File: src/rtl/hcg_map.svh
// Register offsets, field positions, reset values and fixed counts of the hardware cursor generator.
// Assumes inclusion by bare name from the cursor package and modules; definitions only.
`ifndef HCG_MAP_SVH
`define HCG_MAP_SVH

// Register byte offsets, one aligned 32-bit word each
`define HCG_OFF_BASE      8'h00
`define HCG_OFF_POS       8'h04
`define HCG_OFF_COL0      8'h08
`define HCG_OFF_COL1      8'h0c
`define HCG_OFF_CFG       8'h10
`define HCG_OFF_STATUS    8'h14

// Field positions
`define HCG_BASE_MSB      23
`define HCG_POS_X_LSB     0
`define HCG_POS_Y_LSB     16
`define HCG_COORD_W       11
`define HCG_COL_MSB       23
`define HCG_CFG_MODE_BIT  1
`define HCG_CFG_EN_BIT    27

// Reset values
`define HCG_RST_REG       32'h0000_0000

// Cursor shape and fetch geometry
`define HCG_CUR_LAST      6'h3f
`define HCG_FETCH_LAST    3'h7
`define HCG_LINE_STRIDE   24'h00_0010

// AXI responses
`define HCG_RESP_OK       2'h0
`define HCG_RESP_ERR      2'h2

`endif

File: src/rtl/hcg_pkg.sv
// Types and shared helper of the hardware cursor generator.
// Assumes hcg_map.svh is on the include path.
`include "hcg_map.svh"

package hcg_pkg;

   // Fetch engine states
   typedef enum logic [1:0] {
      HCG_IDLE,
      HCG_REQ,
      HCG_WAIT
   } hcg_fetch_st_t;

   // Where a screen coordinate falls inside the cursor span
   typedef struct packed {
      logic       hit;
      logic [5:0] idx;
   } hcg_span_t;

   // Cursor spans the 64 coordinates that end at pos; below zero is never reached
   function automatic hcg_span_t hcg_span(input logic [`HCG_COORD_W-1:0] coord,
                                          input logic [`HCG_COORD_W-1:0] pos);
      logic [`HCG_COORD_W-1:0] diff;
      hcg_span_t               s;
      diff  = pos - coord;
      s.hit = (coord <= pos) && (diff <= {5'h00, `HCG_CUR_LAST});
      s.idx = `HCG_CUR_LAST - diff[5:0];
      return s;
   endfunction

endpackage

File: src/rtl/hcg_pix_if.sv
// Pixel path between the cursor top and its colour mapper.
// Assumes one clock; the mapper is purely combinational.
`timescale 1ns/1ps

interface hcg_pix_if;
   logic        hit;     // Pixel lies inside the cursor
   logic        bit0;    // Bit from bitmap zero
   logic        bit1;    // Bit from bitmap one
   logic        mode;    // 1 two-colour, 0 inverting
   logic [23:0] col0;    // Cursor colour zero
   logic [23:0] col1;    // Cursor colour one
   logic [23:0] screen;  // Final composed screen pixel
   logic [23:0] result;  // Pixel to display

   modport src (output hit, bit0, bit1, mode, col0, col1, screen, input result);
   modport map (input hit, bit0, bit1, mode, col0, col1, screen, output result);
endinterface

File: src/rtl/hcg_colour_map.sv
// Colour mapper: picks cursor colour, screen colour or inverted screen colour per pixel.
// Assumes all inputs settle within the cycle; the caller registers the result.
`timescale 1ns/1ps

module hcg_colour_map (
   hcg_pix_if.map p
);

   // Mapping by mode and bit pair (bitmap0, bitmap1)
   always_comb begin
      if (!p.hit) begin
         p.result = p.screen;
      end else if (p.mode) begin
         case ({p.bit0, p.bit1})
            2'b10:   p.result = p.col0;
            2'b11:   p.result = p.col1;
            default: p.result = p.screen;
         endcase
      end else begin
         case ({p.bit0, p.bit1})
            2'b00:   p.result = p.col0;
            2'b01:   p.result = p.col1;
            2'b10:   p.result = p.screen;
            default: p.result = ~p.screen;
         endcase
      end
   end

endmodule

File: src/rtl/hcg_cursor.sv
// Hardware cursor generator: AXI4-Lite registers, bitmap fetch engine and pixel overlay.
// Assumes one 200 MHz clock, a memory read port with one word in flight, and composed screen pixels.
// What this block does
// - Each 128-bit word: bitmap0 low, bitmap1 high
// - Test coverage each retrace, fetch only then
// - Fetch eight words: the aligned eight-line block holding the coming line
// - Linear addressing, 16-byte line stride from base
// - Inverting mode: c0, c1, screen, inverted screen
// - Two-colour mode: screen, screen, c0, c1
// - Base register holds 24-bit address
// - Position is bottom-right corner, 0 to 2047
// - X in 10:0, Y in 26:16
// - Colour zero: blue, green, red bytes
// - Colour one: same byte layout
// - Mode bit: one two-colour, zero inverting
// - Enable bit off: no fetch, no change
//
// The register offsets and the AXI4-Lite interface to the registers were chosen for this implementation.
`timescale 1ns/1ps
`include "hcg_map.svh"

module hcg_cursor (
   input  wire logic         aclk,
   input  wire logic         aresetn,
   input  wire logic [7:0]   s_axi_awaddr,
   input  wire logic         s_axi_awvalid,
   output logic              s_axi_awready,
   input  wire logic [31:0]  s_axi_wdata,
   input  wire logic [3:0]   s_axi_wstrb,
   input  wire logic         s_axi_wvalid,
   output logic              s_axi_wready,
   output logic [1:0]        s_axi_bresp,
   output logic              s_axi_bvalid,
   input  wire logic         s_axi_bready,
   input  wire logic [7:0]   s_axi_araddr,
   input  wire logic         s_axi_arvalid,
   output logic              s_axi_arready,
   output logic [31:0]       s_axi_rdata,
   output logic [1:0]        s_axi_rresp,
   output logic              s_axi_rvalid,
   input  wire logic         s_axi_rready,
   input  wire logic         hretrace,
   input  wire logic [10:0]  line_y,
   output logic              mem_rd_valid,
   output logic [23:0]       mem_rd_addr,
   input  wire logic         mem_rd_ready,
   input  wire logic         mem_rdata_valid,
   input  wire logic [127:0] mem_rdata,
   input  wire logic         pix_in_valid,
   input  wire logic [10:0]  pix_x,
   input  wire logic [23:0]  pix_screen,
   output logic              pix_out_valid,
   output logic [23:0]       pix_out
);

   // Software registers
   logic [31:0] base_r;          // Bitmap base address
   logic [31:0] pos_r;           // Cursor corner
   logic [31:0] col0_r;          // Colour zero
   logic [31:0] col1_r;          // Colour one
   logic [31:0] cfg_r;           // Enable and mode
   // AXI slave state
   logic        awready_r, wready_r, bvalid_r, arready_r, rvalid_r;
   logic        aw_held_r, w_held_r;
   logic [7:0]  aw_addr_r;
   logic [31:0] w_data_r;
   logic [3:0]  w_strb_r;
   logic [1:0]  bresp_r, rresp_r;
   logic [31:0] rdata_r;
   logic        commit;          // Both halves of a write present
   // Fetch engine
   hcg_pkg::hcg_fetch_st_t st_r;
   logic [127:0] line_ram [0:7]; // Eight cursor lines
   logic [2:0]   fetch_cnt_r;    // Word within the block
   logic [2:0]   fetch_blk_r;    // Block being fetched
   logic [2:0]   tag_r;          // Block held in the line RAM
   logic         tag_valid_r;
   logic         mem_rd_valid_r;
   logic [23:0]  mem_rd_addr_r;
   logic         need_fetch;
   logic         cfg_en, cfg_mode;
   hcg_pkg::hcg_span_t row_span, col_span;
   // Line state, caught at retrace
   logic         row_hit_r;
   logic [5:0]   row_idx_r;
   // Pixel pipeline
   logic         s1_valid_r, s1_hit_r, s1_b0_r, s1_b1_r;
   logic [23:0]  s1_screen_r;
   logic         pix_out_valid_r;
   logic [23:0]  pix_out_r;
   logic [127:0] cur_word;
   hcg_pix_if    pix ();

   assign cfg_en   = cfg_r[`HCG_CFG_EN_BIT];
   assign cfg_mode = cfg_r[`HCG_CFG_MODE_BIT];

   // Byte-lane merge of a register write
   function automatic logic [31:0] wmerge(input logic [31:0] old, input logic [31:0] d,
                                          input logic [3:0] strb);
      logic [31:0] r;
      r = old;
      for (int i = 0; i < 4; i++) begin
         if (strb[i]) begin
            r[i*8 +: 8] = d[i*8 +: 8];
         end
      end
      return r;
   endfunction

   // Is a byte offset one of ours
   function automatic logic mapped(input logic [7:0] a, input logic wr);
      return (a == `HCG_OFF_BASE) || (a == `HCG_OFF_POS) || (a == `HCG_OFF_COL0) ||
             (a == `HCG_OFF_COL1) || (a == `HCG_OFF_CFG) || (!wr && a == `HCG_OFF_STATUS);
   endfunction

   assign commit = aw_held_r && w_held_r && !bvalid_r;

   // Write address and data channels, taken in either order
   always_ff @(posedge aclk) begin
      if (!aresetn) begin
         awready_r <= 1'b0;
         wready_r  <= 1'b0;
         aw_held_r <= 1'b0;
         w_held_r  <= 1'b0;
         aw_addr_r <= 8'h00;
         w_data_r  <= 32'h0000_0000;
         w_strb_r  <= 4'h0;
      end else begin
         // Address half
         if (s_axi_awvalid && awready_r) begin
            aw_held_r <= 1'b1;
            aw_addr_r <= s_axi_awaddr;
            awready_r <= 1'b0;
         end else if (commit) begin
            aw_held_r <= 1'b0;
         end else if (!aw_held_r && !bvalid_r) begin
            awready_r <= 1'b1;
         end
         // Data half
         if (s_axi_wvalid && wready_r) begin
            w_held_r <= 1'b1;
            w_data_r <= s_axi_wdata;
            w_strb_r <= s_axi_wstrb;
            wready_r <= 1'b0;
         end else if (commit) begin
            w_held_r <= 1'b0;
         end else if (!w_held_r && !bvalid_r) begin
            wready_r <= 1'b1;
         end
      end
   end

   // Write response; unmapped offsets answer SLVERR and store nothing
   always_ff @(posedge aclk) begin
      if (!aresetn) begin
         bvalid_r <= 1'b0;
         bresp_r  <= `HCG_RESP_OK;
      end else if (commit) begin
         bvalid_r <= 1'b1;
         bresp_r  <= mapped(aw_addr_r, 1'b1) ? `HCG_RESP_OK : `HCG_RESP_ERR;
      end else if (s_axi_bready) begin
         bvalid_r <= 1'b0;
      end
   end

   // Register storage; position resets to zero but software must program it
   always_ff @(posedge aclk) begin
      if (!aresetn) begin
         base_r <= `HCG_RST_REG;
         pos_r  <= `HCG_RST_REG;
         col0_r <= `HCG_RST_REG;
         col1_r <= `HCG_RST_REG;
         cfg_r  <= `HCG_RST_REG;
      end else if (commit) begin
         case (aw_addr_r)
            `HCG_OFF_BASE: base_r <= wmerge(base_r, w_data_r, w_strb_r) & 32'h00ff_ffff;
            `HCG_OFF_POS:  pos_r  <= wmerge(pos_r, w_data_r, w_strb_r) & 32'h07ff_07ff;
            `HCG_OFF_COL0: col0_r <= wmerge(col0_r, w_data_r, w_strb_r) & 32'h00ff_ffff;
            `HCG_OFF_COL1: col1_r <= wmerge(col1_r, w_data_r, w_strb_r) & 32'h00ff_ffff;
            `HCG_OFF_CFG:  cfg_r  <= wmerge(cfg_r, w_data_r, w_strb_r);
            default:       cfg_r  <= cfg_r;
         endcase
      end
   end

   // Read channel, answer one cycle after the address is taken
   always_ff @(posedge aclk) begin
      if (!aresetn) begin
         arready_r <= 1'b0;
         rvalid_r  <= 1'b0;
         rdata_r   <= 32'h0000_0000;
         rresp_r   <= `HCG_RESP_OK;
      end else if (s_axi_arvalid && arready_r) begin
         arready_r <= 1'b0;
         rvalid_r  <= 1'b1;
         rresp_r   <= mapped(s_axi_araddr, 1'b0) ? `HCG_RESP_OK : `HCG_RESP_ERR;
         case (s_axi_araddr)
            `HCG_OFF_BASE:   rdata_r <= base_r;
            `HCG_OFF_POS:    rdata_r <= pos_r;
            `HCG_OFF_COL0:   rdata_r <= col0_r;
            `HCG_OFF_COL1:   rdata_r <= col1_r;
            `HCG_OFF_CFG:    rdata_r <= cfg_r;
            `HCG_OFF_STATUS: rdata_r <= {26'h000_0000, st_r != hcg_pkg::HCG_IDLE, tag_valid_r, 1'b0, tag_r};
            default:         rdata_r <= 32'h0000_0000;
         endcase
      end else if (rvalid_r && s_axi_rready) begin
         rvalid_r  <= 1'b0;
         arready_r <= 1'b1;
      end else if (!rvalid_r) begin
         arready_r <= 1'b1;
      end
   end

   // Row of the coming scanline inside the cursor
   assign row_span   = hcg_pkg::hcg_span(line_y, pos_r[`HCG_POS_Y_LSB +: `HCG_COORD_W]);
   assign need_fetch = hretrace && cfg_en && row_span.hit &&
                       !(tag_valid_r && tag_r == row_span.idx[5:3]);

   // Line state latched at each retrace
   always_ff @(posedge aclk) begin
      if (!aresetn) begin
         row_hit_r <= 1'b0;
         row_idx_r <= 6'h00;
      end else if (hretrace) begin
         row_hit_r <= cfg_en && row_span.hit;
         row_idx_r <= row_span.idx;
      end
   end

   // Fetch engine: one aligned block of eight lines, one word in flight.
   // Buffer tag is claimed at start, so a retrace during the fetch does not restart it.
   always_ff @(posedge aclk) begin
      if (!aresetn) begin
         st_r           <= hcg_pkg::HCG_IDLE;
         fetch_cnt_r    <= 3'h0;
         fetch_blk_r    <= 3'h0;
         tag_r          <= 3'h0;
         tag_valid_r    <= 1'b0;
         mem_rd_valid_r <= 1'b0;
         mem_rd_addr_r  <= 24'h00_0000;
      end else begin
         case (st_r)
            hcg_pkg::HCG_IDLE: begin
               if (need_fetch && st_r == hcg_pkg::HCG_IDLE) begin
                  st_r           <= hcg_pkg::HCG_REQ;
                  fetch_blk_r    <= row_span.idx[5:3];
                  fetch_cnt_r    <= 3'h0;
                  tag_r          <= row_span.idx[5:3];
                  tag_valid_r    <= 1'b1;
                  mem_rd_valid_r <= 1'b1;
                  mem_rd_addr_r  <= base_r[23:0] + {14'h0000, row_span.idx[5:3], 7'h00};
               end
            end
            hcg_pkg::HCG_REQ: begin
               if (mem_rd_ready) begin
                  mem_rd_valid_r <= 1'b0;
                  st_r           <= hcg_pkg::HCG_WAIT;
               end
            end
            hcg_pkg::HCG_WAIT: begin
               if (mem_rdata_valid) begin
                  fetch_cnt_r <= fetch_cnt_r + 3'h1;
                  if (fetch_cnt_r == `HCG_FETCH_LAST) begin
                     st_r <= hcg_pkg::HCG_IDLE;
                  end else begin
                     st_r           <= hcg_pkg::HCG_REQ;
                     mem_rd_valid_r <= 1'b1;
                     mem_rd_addr_r  <= mem_rd_addr_r + `HCG_LINE_STRIDE;
                  end
               end
            end
            default: st_r <= hcg_pkg::HCG_IDLE;
         endcase
         // Moving the cursor or its bitmap makes the held lines stale
         if (commit && (aw_addr_r == `HCG_OFF_BASE || aw_addr_r == `HCG_OFF_POS)) begin
            tag_valid_r <= 1'b0;
         end
      end
   end

   // Line RAM fill, indexed by line within the block
   always_ff @(posedge aclk) begin
      if (st_r == hcg_pkg::HCG_WAIT && mem_rdata_valid) begin
         line_ram[fetch_cnt_r] <= mem_rdata;
      end
   end

   // Pixel stage one: column lookup and bitmap bits
   assign col_span = hcg_pkg::hcg_span(pix_x, pos_r[`HCG_POS_X_LSB +: `HCG_COORD_W]);
   assign cur_word = line_ram[row_idx_r[2:0]];

   always_ff @(posedge aclk) begin
      if (!aresetn) begin
         s1_valid_r  <= 1'b0;
         s1_hit_r    <= 1'b0;
         s1_b0_r     <= 1'b0;
         s1_b1_r     <= 1'b0;
         s1_screen_r <= 24'h00_0000;
      end else begin
         s1_valid_r  <= pix_in_valid;
         s1_hit_r    <= pix_in_valid && cfg_en && row_hit_r && col_span.hit;
         s1_b0_r     <= cur_word[{1'b0, col_span.idx}];
         s1_b1_r     <= cur_word[{1'b1, col_span.idx}];
         s1_screen_r <= pix_screen;
      end
   end

   // Mapper inputs
   assign pix.hit    = s1_hit_r;
   assign pix.bit0   = s1_b0_r;
   assign pix.bit1   = s1_b1_r;
   assign pix.mode   = cfg_mode;
   assign pix.col0   = col0_r[`HCG_COL_MSB:0];
   assign pix.col1   = col1_r[`HCG_COL_MSB:0];
   assign pix.screen = s1_screen_r;

   hcg_colour_map u_map (
      .p (pix.map)
   );

   // Output pixel register
   always_ff @(posedge aclk) begin
      if (!aresetn) begin
         pix_out_valid_r <= 1'b0;
         pix_out_r       <= 24'h00_0000;
      end else begin
         pix_out_valid_r <= s1_valid_r;
         pix_out_r       <= pix.result;
      end
   end

   assign s_axi_awready = awready_r;
   assign s_axi_wready  = wready_r;
   assign s_axi_bvalid  = bvalid_r;
   assign s_axi_bresp   = bresp_r;
   assign s_axi_arready = arready_r;
   assign s_axi_rvalid  = rvalid_r;
   assign s_axi_rdata   = rdata_r;
   assign s_axi_rresp   = rresp_r;
   assign mem_rd_valid  = mem_rd_valid_r;
   assign mem_rd_addr   = mem_rd_addr_r;
   assign pix_out_valid = pix_out_valid_r;
   assign pix_out       = pix_out_r;
endmodule

File: config.mk
export PLATFORM = sky130hd
export DESIGN_NAME = hcg_cursor
export DESIGN_NICKNAME = d
export VERILOG_FILES = /design/src/rtl/hcg_pkg.sv /design/src/rtl/hcg_pix_if.sv /design/src/rtl/hcg_colour_map.sv /design/src/rtl/hcg_cursor.sv
export VERILOG_INCLUDE_DIRS = /design/src /design/src/rtl
export SDC_FILE = /design/constraint.sdc
export NUM_CORES = 2
export LEC_CHECK = 0
export BUFFER_PORTS_ARGS = -buffer_cell sky130_fd_sc_hd__buf_2
export CAP_MARGIN = 15
export CORE_ASPECT_RATIO = 0.75
export CORE_MARGIN = 5
export CORE_UTILIZATION = 45
export CTS_CLUSTER_DIAMETER = 60
export DETAILED_ROUTE_END_ITERATION = 12
export GPL_TIMING_DRIVEN = 1
export RECOVER_POWER = 50
export SYNTH_ARGS = -nofsm -noshare
export SYNTH_HDL_FRONTEND = slang
export SYNTH_SLANG_ARGS = --single-unit
File: constraint.sdc
create_clock -name aclk -period 13.2 [get_ports aclk]
set_input_delay 1.98 -clock aclk [delete_from_list [all_inputs] [get_ports aclk]]
set_output_delay 1.98 -clock aclk [all_outputs]
set_load 0.01 [all_outputs]
# == Word-level counts from Yosys, hierarchy flattened ==
# Memories as Yosys holds them, arrays and structs flattened. A register that Yosys moved wholly into a read port is not among the register bits.
# Index checks and enable logic that the tools add are counted.
# totals
register_bits,304
mem_bits_rw,1024
inputBits,237
output_inout_bits,91
elab_cells,197
mem_count,1
# op_classes
add_sub_neg,7
n_lt_le_gt_ge,6
n_eq_ne,21
muxes,41
n_bitwise,3
n_reduce_logical,73
# mem_list
memory,depth,word_bits,rd,rd_ports_with_merged_regs,write_ports,line,text
line_ram,8,128,1,1,1,hcg_cursor.sv:73,logic [127:0] line_ram [0:7];
# ops
op,count
32-bit case mux with 6 select lines,1
24-bit 2-to-1 mux,5
24-bit case mux with 2 select lines,2
24-bit case mux with 3 select lines,1
3-bit AND reduction,19
8-bit by 4-bit == test with 1-bit output (second input constant),4
24-bit by 10-bit adder with 24-bit output,1
24-bit by 5-bit adder with 24-bit output (second input constant),1
8-bit by 5-bit == test with 1-bit output (second input constant),3
24-bit NOT,1
11-bit less-or-equal comparator,2
11-bit by 6-bit less-or-equal comparator with 1-bit output (second input constant),2
11-bit subtractor,2
1-bit logical AND,21
1-bit 2-to-1 mux,18
8-bit by 3-bit == test with 1-bit output (second input constant),2
8-bit zero test,2
1-bit binary-select mux with 6-bit select,2
3-bit 2-to-1 mux,4
2-bit nonzero test,6
6-bit subtractor (first input constant),2
2-bit 2-to-1 mux,5
1-bit logical OR,9
6-bit by 8-bit < comparator with 1-bit output (second input constant),1
19 further kinds,35

# == Logic depth before layout (Yosys ltp) ==
# logic_depth
ltp_word,9
mapped_depth,18
depth_no_buf,18

# == Hierarchy ==
# Synthesis repeated with hierarchy kept, for this count alone.
# hier_totals
hier_cells,3310
hier_area_um2,53475.0
# modules_own_cells
module,n_inst,cells_per_inst,area_per_inst_um2,seq_area_each_um2
hcg_cursor,1,3061,51931.1,36855.3
hcg_colour_map,1,249,1544.0,0.0

# == Worst setup path before layout ==
# OpenSTA, ideal clock, no wires.
# synth_path
kind,input to register
start,input port mem_rdata_valid
end,memory line_ram[0][0] (enable)
setup_time_ps,772
arrival_ps,11051
required_time_ps,12428
path_slack_ps,1377
stages,3
n_path_buf,0
path_cell_list,nand2_1 > or2_2 > nor3_1
# synth_between
elab_chain_cells,3
# synth_lines
item,line,text
"start, declared",hcg_cursor.sv:47,"input wire logic mem_rdata_valid,"
1-bit logical AND,hcg_cursor.sv:283,if (st_r == hcg_pkg::HCG_WAIT && mem_rdata_valid) begin
1-bit 2-to-1 mux,hcg_cursor.sv:283,
1-bit 2-to-1 mux (not written as such),hcg_cursor.sv:284,line_ram[fetch_cnt_r] <= mem_rdata;
"end, declared",hcg_cursor.sv:73,
# Every way passes these cells.

==> impl_results.md <==
- IO Pins: 328
- Worst-path cell chain: clkbuf_1 > clkinvlp_2 > clkbuf_1 > nor2_1 > buf_4 > nand2_1 > o21ai_0
- Yosys reg bits: 1,329
- First-pass DRT Iterations: 6
- Die Span Y: 307.1 um
- Post-Route Setup TNS: 0 ps
- Largest net degree at the start of global routing: 130
- Fin crit period: 8426 ps
- Post-synth top area cell: edfxtp_1
- Die W: 406.2 um
- Synth cell types: 65
- Synth cell count leaders: edfxtp_1, mux4_2, dfxtp_1
- Cts repair resizes: 0
- Top cells by area, synth: edfxtp_1, mux4_2, dfxtp_1, mux2i_1, nor2_1
- Maximum VDD drop: 0.1168 mV
- Die footprint: 124,700 um^2
- Status: complete, but fails checks
- Met1 wire length: 57,310 um
- Initial Util: 45.11%
- Layout area overhead: 14.12%
- Worst endpoint data arrival time: 9020 ps
- Share of post-route cells with drive strength above 1: 21.70%
- Number of global-route vias before repair: 28.76k
- Final setup fails: 0
- Total power: 8738 uW
- Cts bufs inserted: 135
- DP HPWL: 79,620 um
- Worst EP required: 13,800 ps
- Main synth FF type: edfxtp_1
- CTS tree: done
- CTS root buffer: clkbuf_16
- First-pass GRT wire length: 194,200 um
- Type of the worst setup path: input pin to register
- Top Metal Used: met5
- EDFF count, synth: 1,024
- CP Capture Type: register
- Leakage Power: 0.01987 uW
- Power Dens Cells: 144.6 nW/um^2
- Gr ovfl total: 0
- Worst skew pair latency: 770 ps
- Nets: 3,747
- Post-DR vias/cell: 5.649
- Sequential share of the synthesized area: 69.58%
- Buffers on Ports: 325
- CP Launch Type: input pin
- Worst Path Max Fanout: 129
- Initial antenna violation count: 30
- Routed length per instance: 25.63 um
- Placed inst area: 56,380 um^2
- Row count: 109
- Met3 wire length: 10,480 um
- CTS Sinks: 1,329
- WL met2: 60,980 um
- Worst hold path type: register to register
- Mapped Avg Cell Area: 16.82 um^2
- Worst-Margin Slew: 5801 ps
- Max incr delay on CP: 4130 ps
- Post-Synthesis Cell Area: 52,970 um^2
- Via count of the routed design: 29.05k
- Max-slew violations: 293
- Total track usage: 21.10%
- Share of the synthesized area in the top cell type: 58.06%
- WHS: 435.4 ps
- Detailed Route Iter0 Violations: 2,683
- Core Region: 117,400 um^2
- Tcrit/Tclk final: 63.83%
- DRC: 0
- Post-CTS Setup Repair Bufs: 0
- Crit path max-delay family: buffers and inverters
- RD Place Congestion: 0.8514
- Slew HR: -286.8%
- Worst Skew: 38.88 ps
- Maxcap violations: 6
- Post-Route WL: 131,800 um
- Ys async rst share: 0%
- Mapped Cells: 3,149
- Final ANT Viol Nets: 0
- Finished Cell Area: 60,450 um^2
- CTS max path bufs: 3
- Hold Fails Final Rpt: 0
- RSZ-0062 raised after global routing: no
- Synth warn: 0
- CP dominant cell by count: clkbuf_1
- Failing checks: max-capacitance violations, max-slew violations
- Critical path's slowest cell: clkbuf_1
- Most frequent cell after synthesis: edfxtp_1
- Post-placement worst setup slack: 7759 ps
- Cts hold-fix bufs: 0
- Max Clock Freq: 118.7 MHz
- Clock transition at the registers of the reported paths: 60 ps
- H-tree levels: 4
- Buf/Inv on CP: 4
- Final WS setup: 4774 ps
[logic make-up after synthesis]
logic type               Yosys count  share of synthesized area (%)
adder cells (fa/ha/maj)           31                         0.7748
flip-flops                      1329                          69.58
AND/OR/NAND/NOR                  641                          5.301
other                              1                       0.007080
buffers and inverters            221                          1.694
XOR/XNOR                          52                         0.8599
AO/OA/AOI/OAI                    330                          3.876
multiplexers                     544                          17.90
[worst paths after layout]
kind                   start                to  slack (ps)  cells after the start
setup / recovery     aresetn    s_axi_rdata[6]        4770                      7
hold / removal    s1_valid_r     pix_out_valid         440                      1
setup reg to reg     st_r[1]  line_ram[3][100]        8970                      5
hold reg to reg   s1_valid_r     pix_out_valid         440                      1
[final cells by class]
| type | count | area, um^2 |
|---|---|---|
| Fill cell | 9554 | 56980 |
| Multi-Input combinational cell | 1600 | 15280 |
| Sequential cell | 1329 | 36870 |
| Inverter | 44 | 166.4 |
| Clock buffer | 177 | 3640 |
| Antenna cell | 8 | 20.02 |
| Clock inverter | 61 | 615.6 |
| Tap cell | 1554 | 1944 |
| Timing Repair Buffer | 369 | 1907 |
[flip-flops by register name, summed over array words and instances, names as in the netlist, 24 cells and up, named ones only]
signal	count
col0_r	24
pix.screen	24
cfg_r	32
mem_rd_addr	24
line_ram	1024
col1_r	24
pix_out	24
s_axi_rdata	32
base_r	24
w_data_r	32
[worst reg2reg max path, cell delays in order (launching register included)]
cell     delay (ps)
dfxtp_1         370
nor2b_2         150
buf_4           310
nand3_1         230
nor2_1         1970
buf_12          670
[power by group]
| group | internal (uW) | switching (uW) |
|---|---|---|
| Combinational | 214 | 287 |
| Sequential | 4520 | 30.9 |
| Clock | 2080 | 1610 |
| Total | 6810 | 1930 |
[metal layers]
metal | vias up | track usage (%)
li1 | 13002 | -
met1 | 14943 | 29.99
met2 | 849 | 32.20
met3 | 223 | 6.330
met4 | 28 | 5.338
met5 | - | 0
[through the flow]
| step | utilization (%) | cells |
|---|---|---|
| 2_1_floorplan | - | 3150 |
| 3_3_place_gp | 48.02 | 4895 |
| 3_5_place_dp | 48.02 | 4895 |
| 4_1_cts | 51.64 | 5133 |
| 5_1_grt | 51.46 | 5134 |
| 6_report | 51.48 | 5142 |
[layout by cell type (no fill, tap or decap), types with 7 or more instances in the layout]
| master | n |
|---|---|
| xor2_1 | 33 |
| a22o_1 | 14 |
| nand3_1 | 55 |
| buf_2 | 194 |
| mux2i_1 | 215 |
| buf_4 | 29 |
| nand2_1 | 199 |
| a32oi_1 | 7 |
| and2_0 | 17 |
| a21o_1 | 7 |
| diode_2 | 8 |
| edfxtp_1 | 1024 |
| nor2b_1 | 8 |
| nor3_1 | 29 |
| a21oi_1 | 126 |
| o22ai_1 | 27 |
| a31oi_1 | 12 |
| clkbuf_1 | 170 |
| nor2_1 | 251 |
| mux4_2 | 322 |
| and3_1 | 7 |
| clkinv_1 | 18 |
| buf_12 | 10 |
| nand2b_1 | 11 |
| o21ai_0 | 64 |
| clkinv_2 | 13 |
| dfxtp_1 | 301 |
| a22oi_1 | 24 |
| inv_1 | 42 |
| ha_1 | 27 |
| xnor2_1 | 17 |
| nand4_1 | 14 |
| clkinvlp_4 | 8 |
| and2_1 | 20 |
| clkbuf_16 | 138 |
No activity file was read; power rests on OpenSTA's default activity.
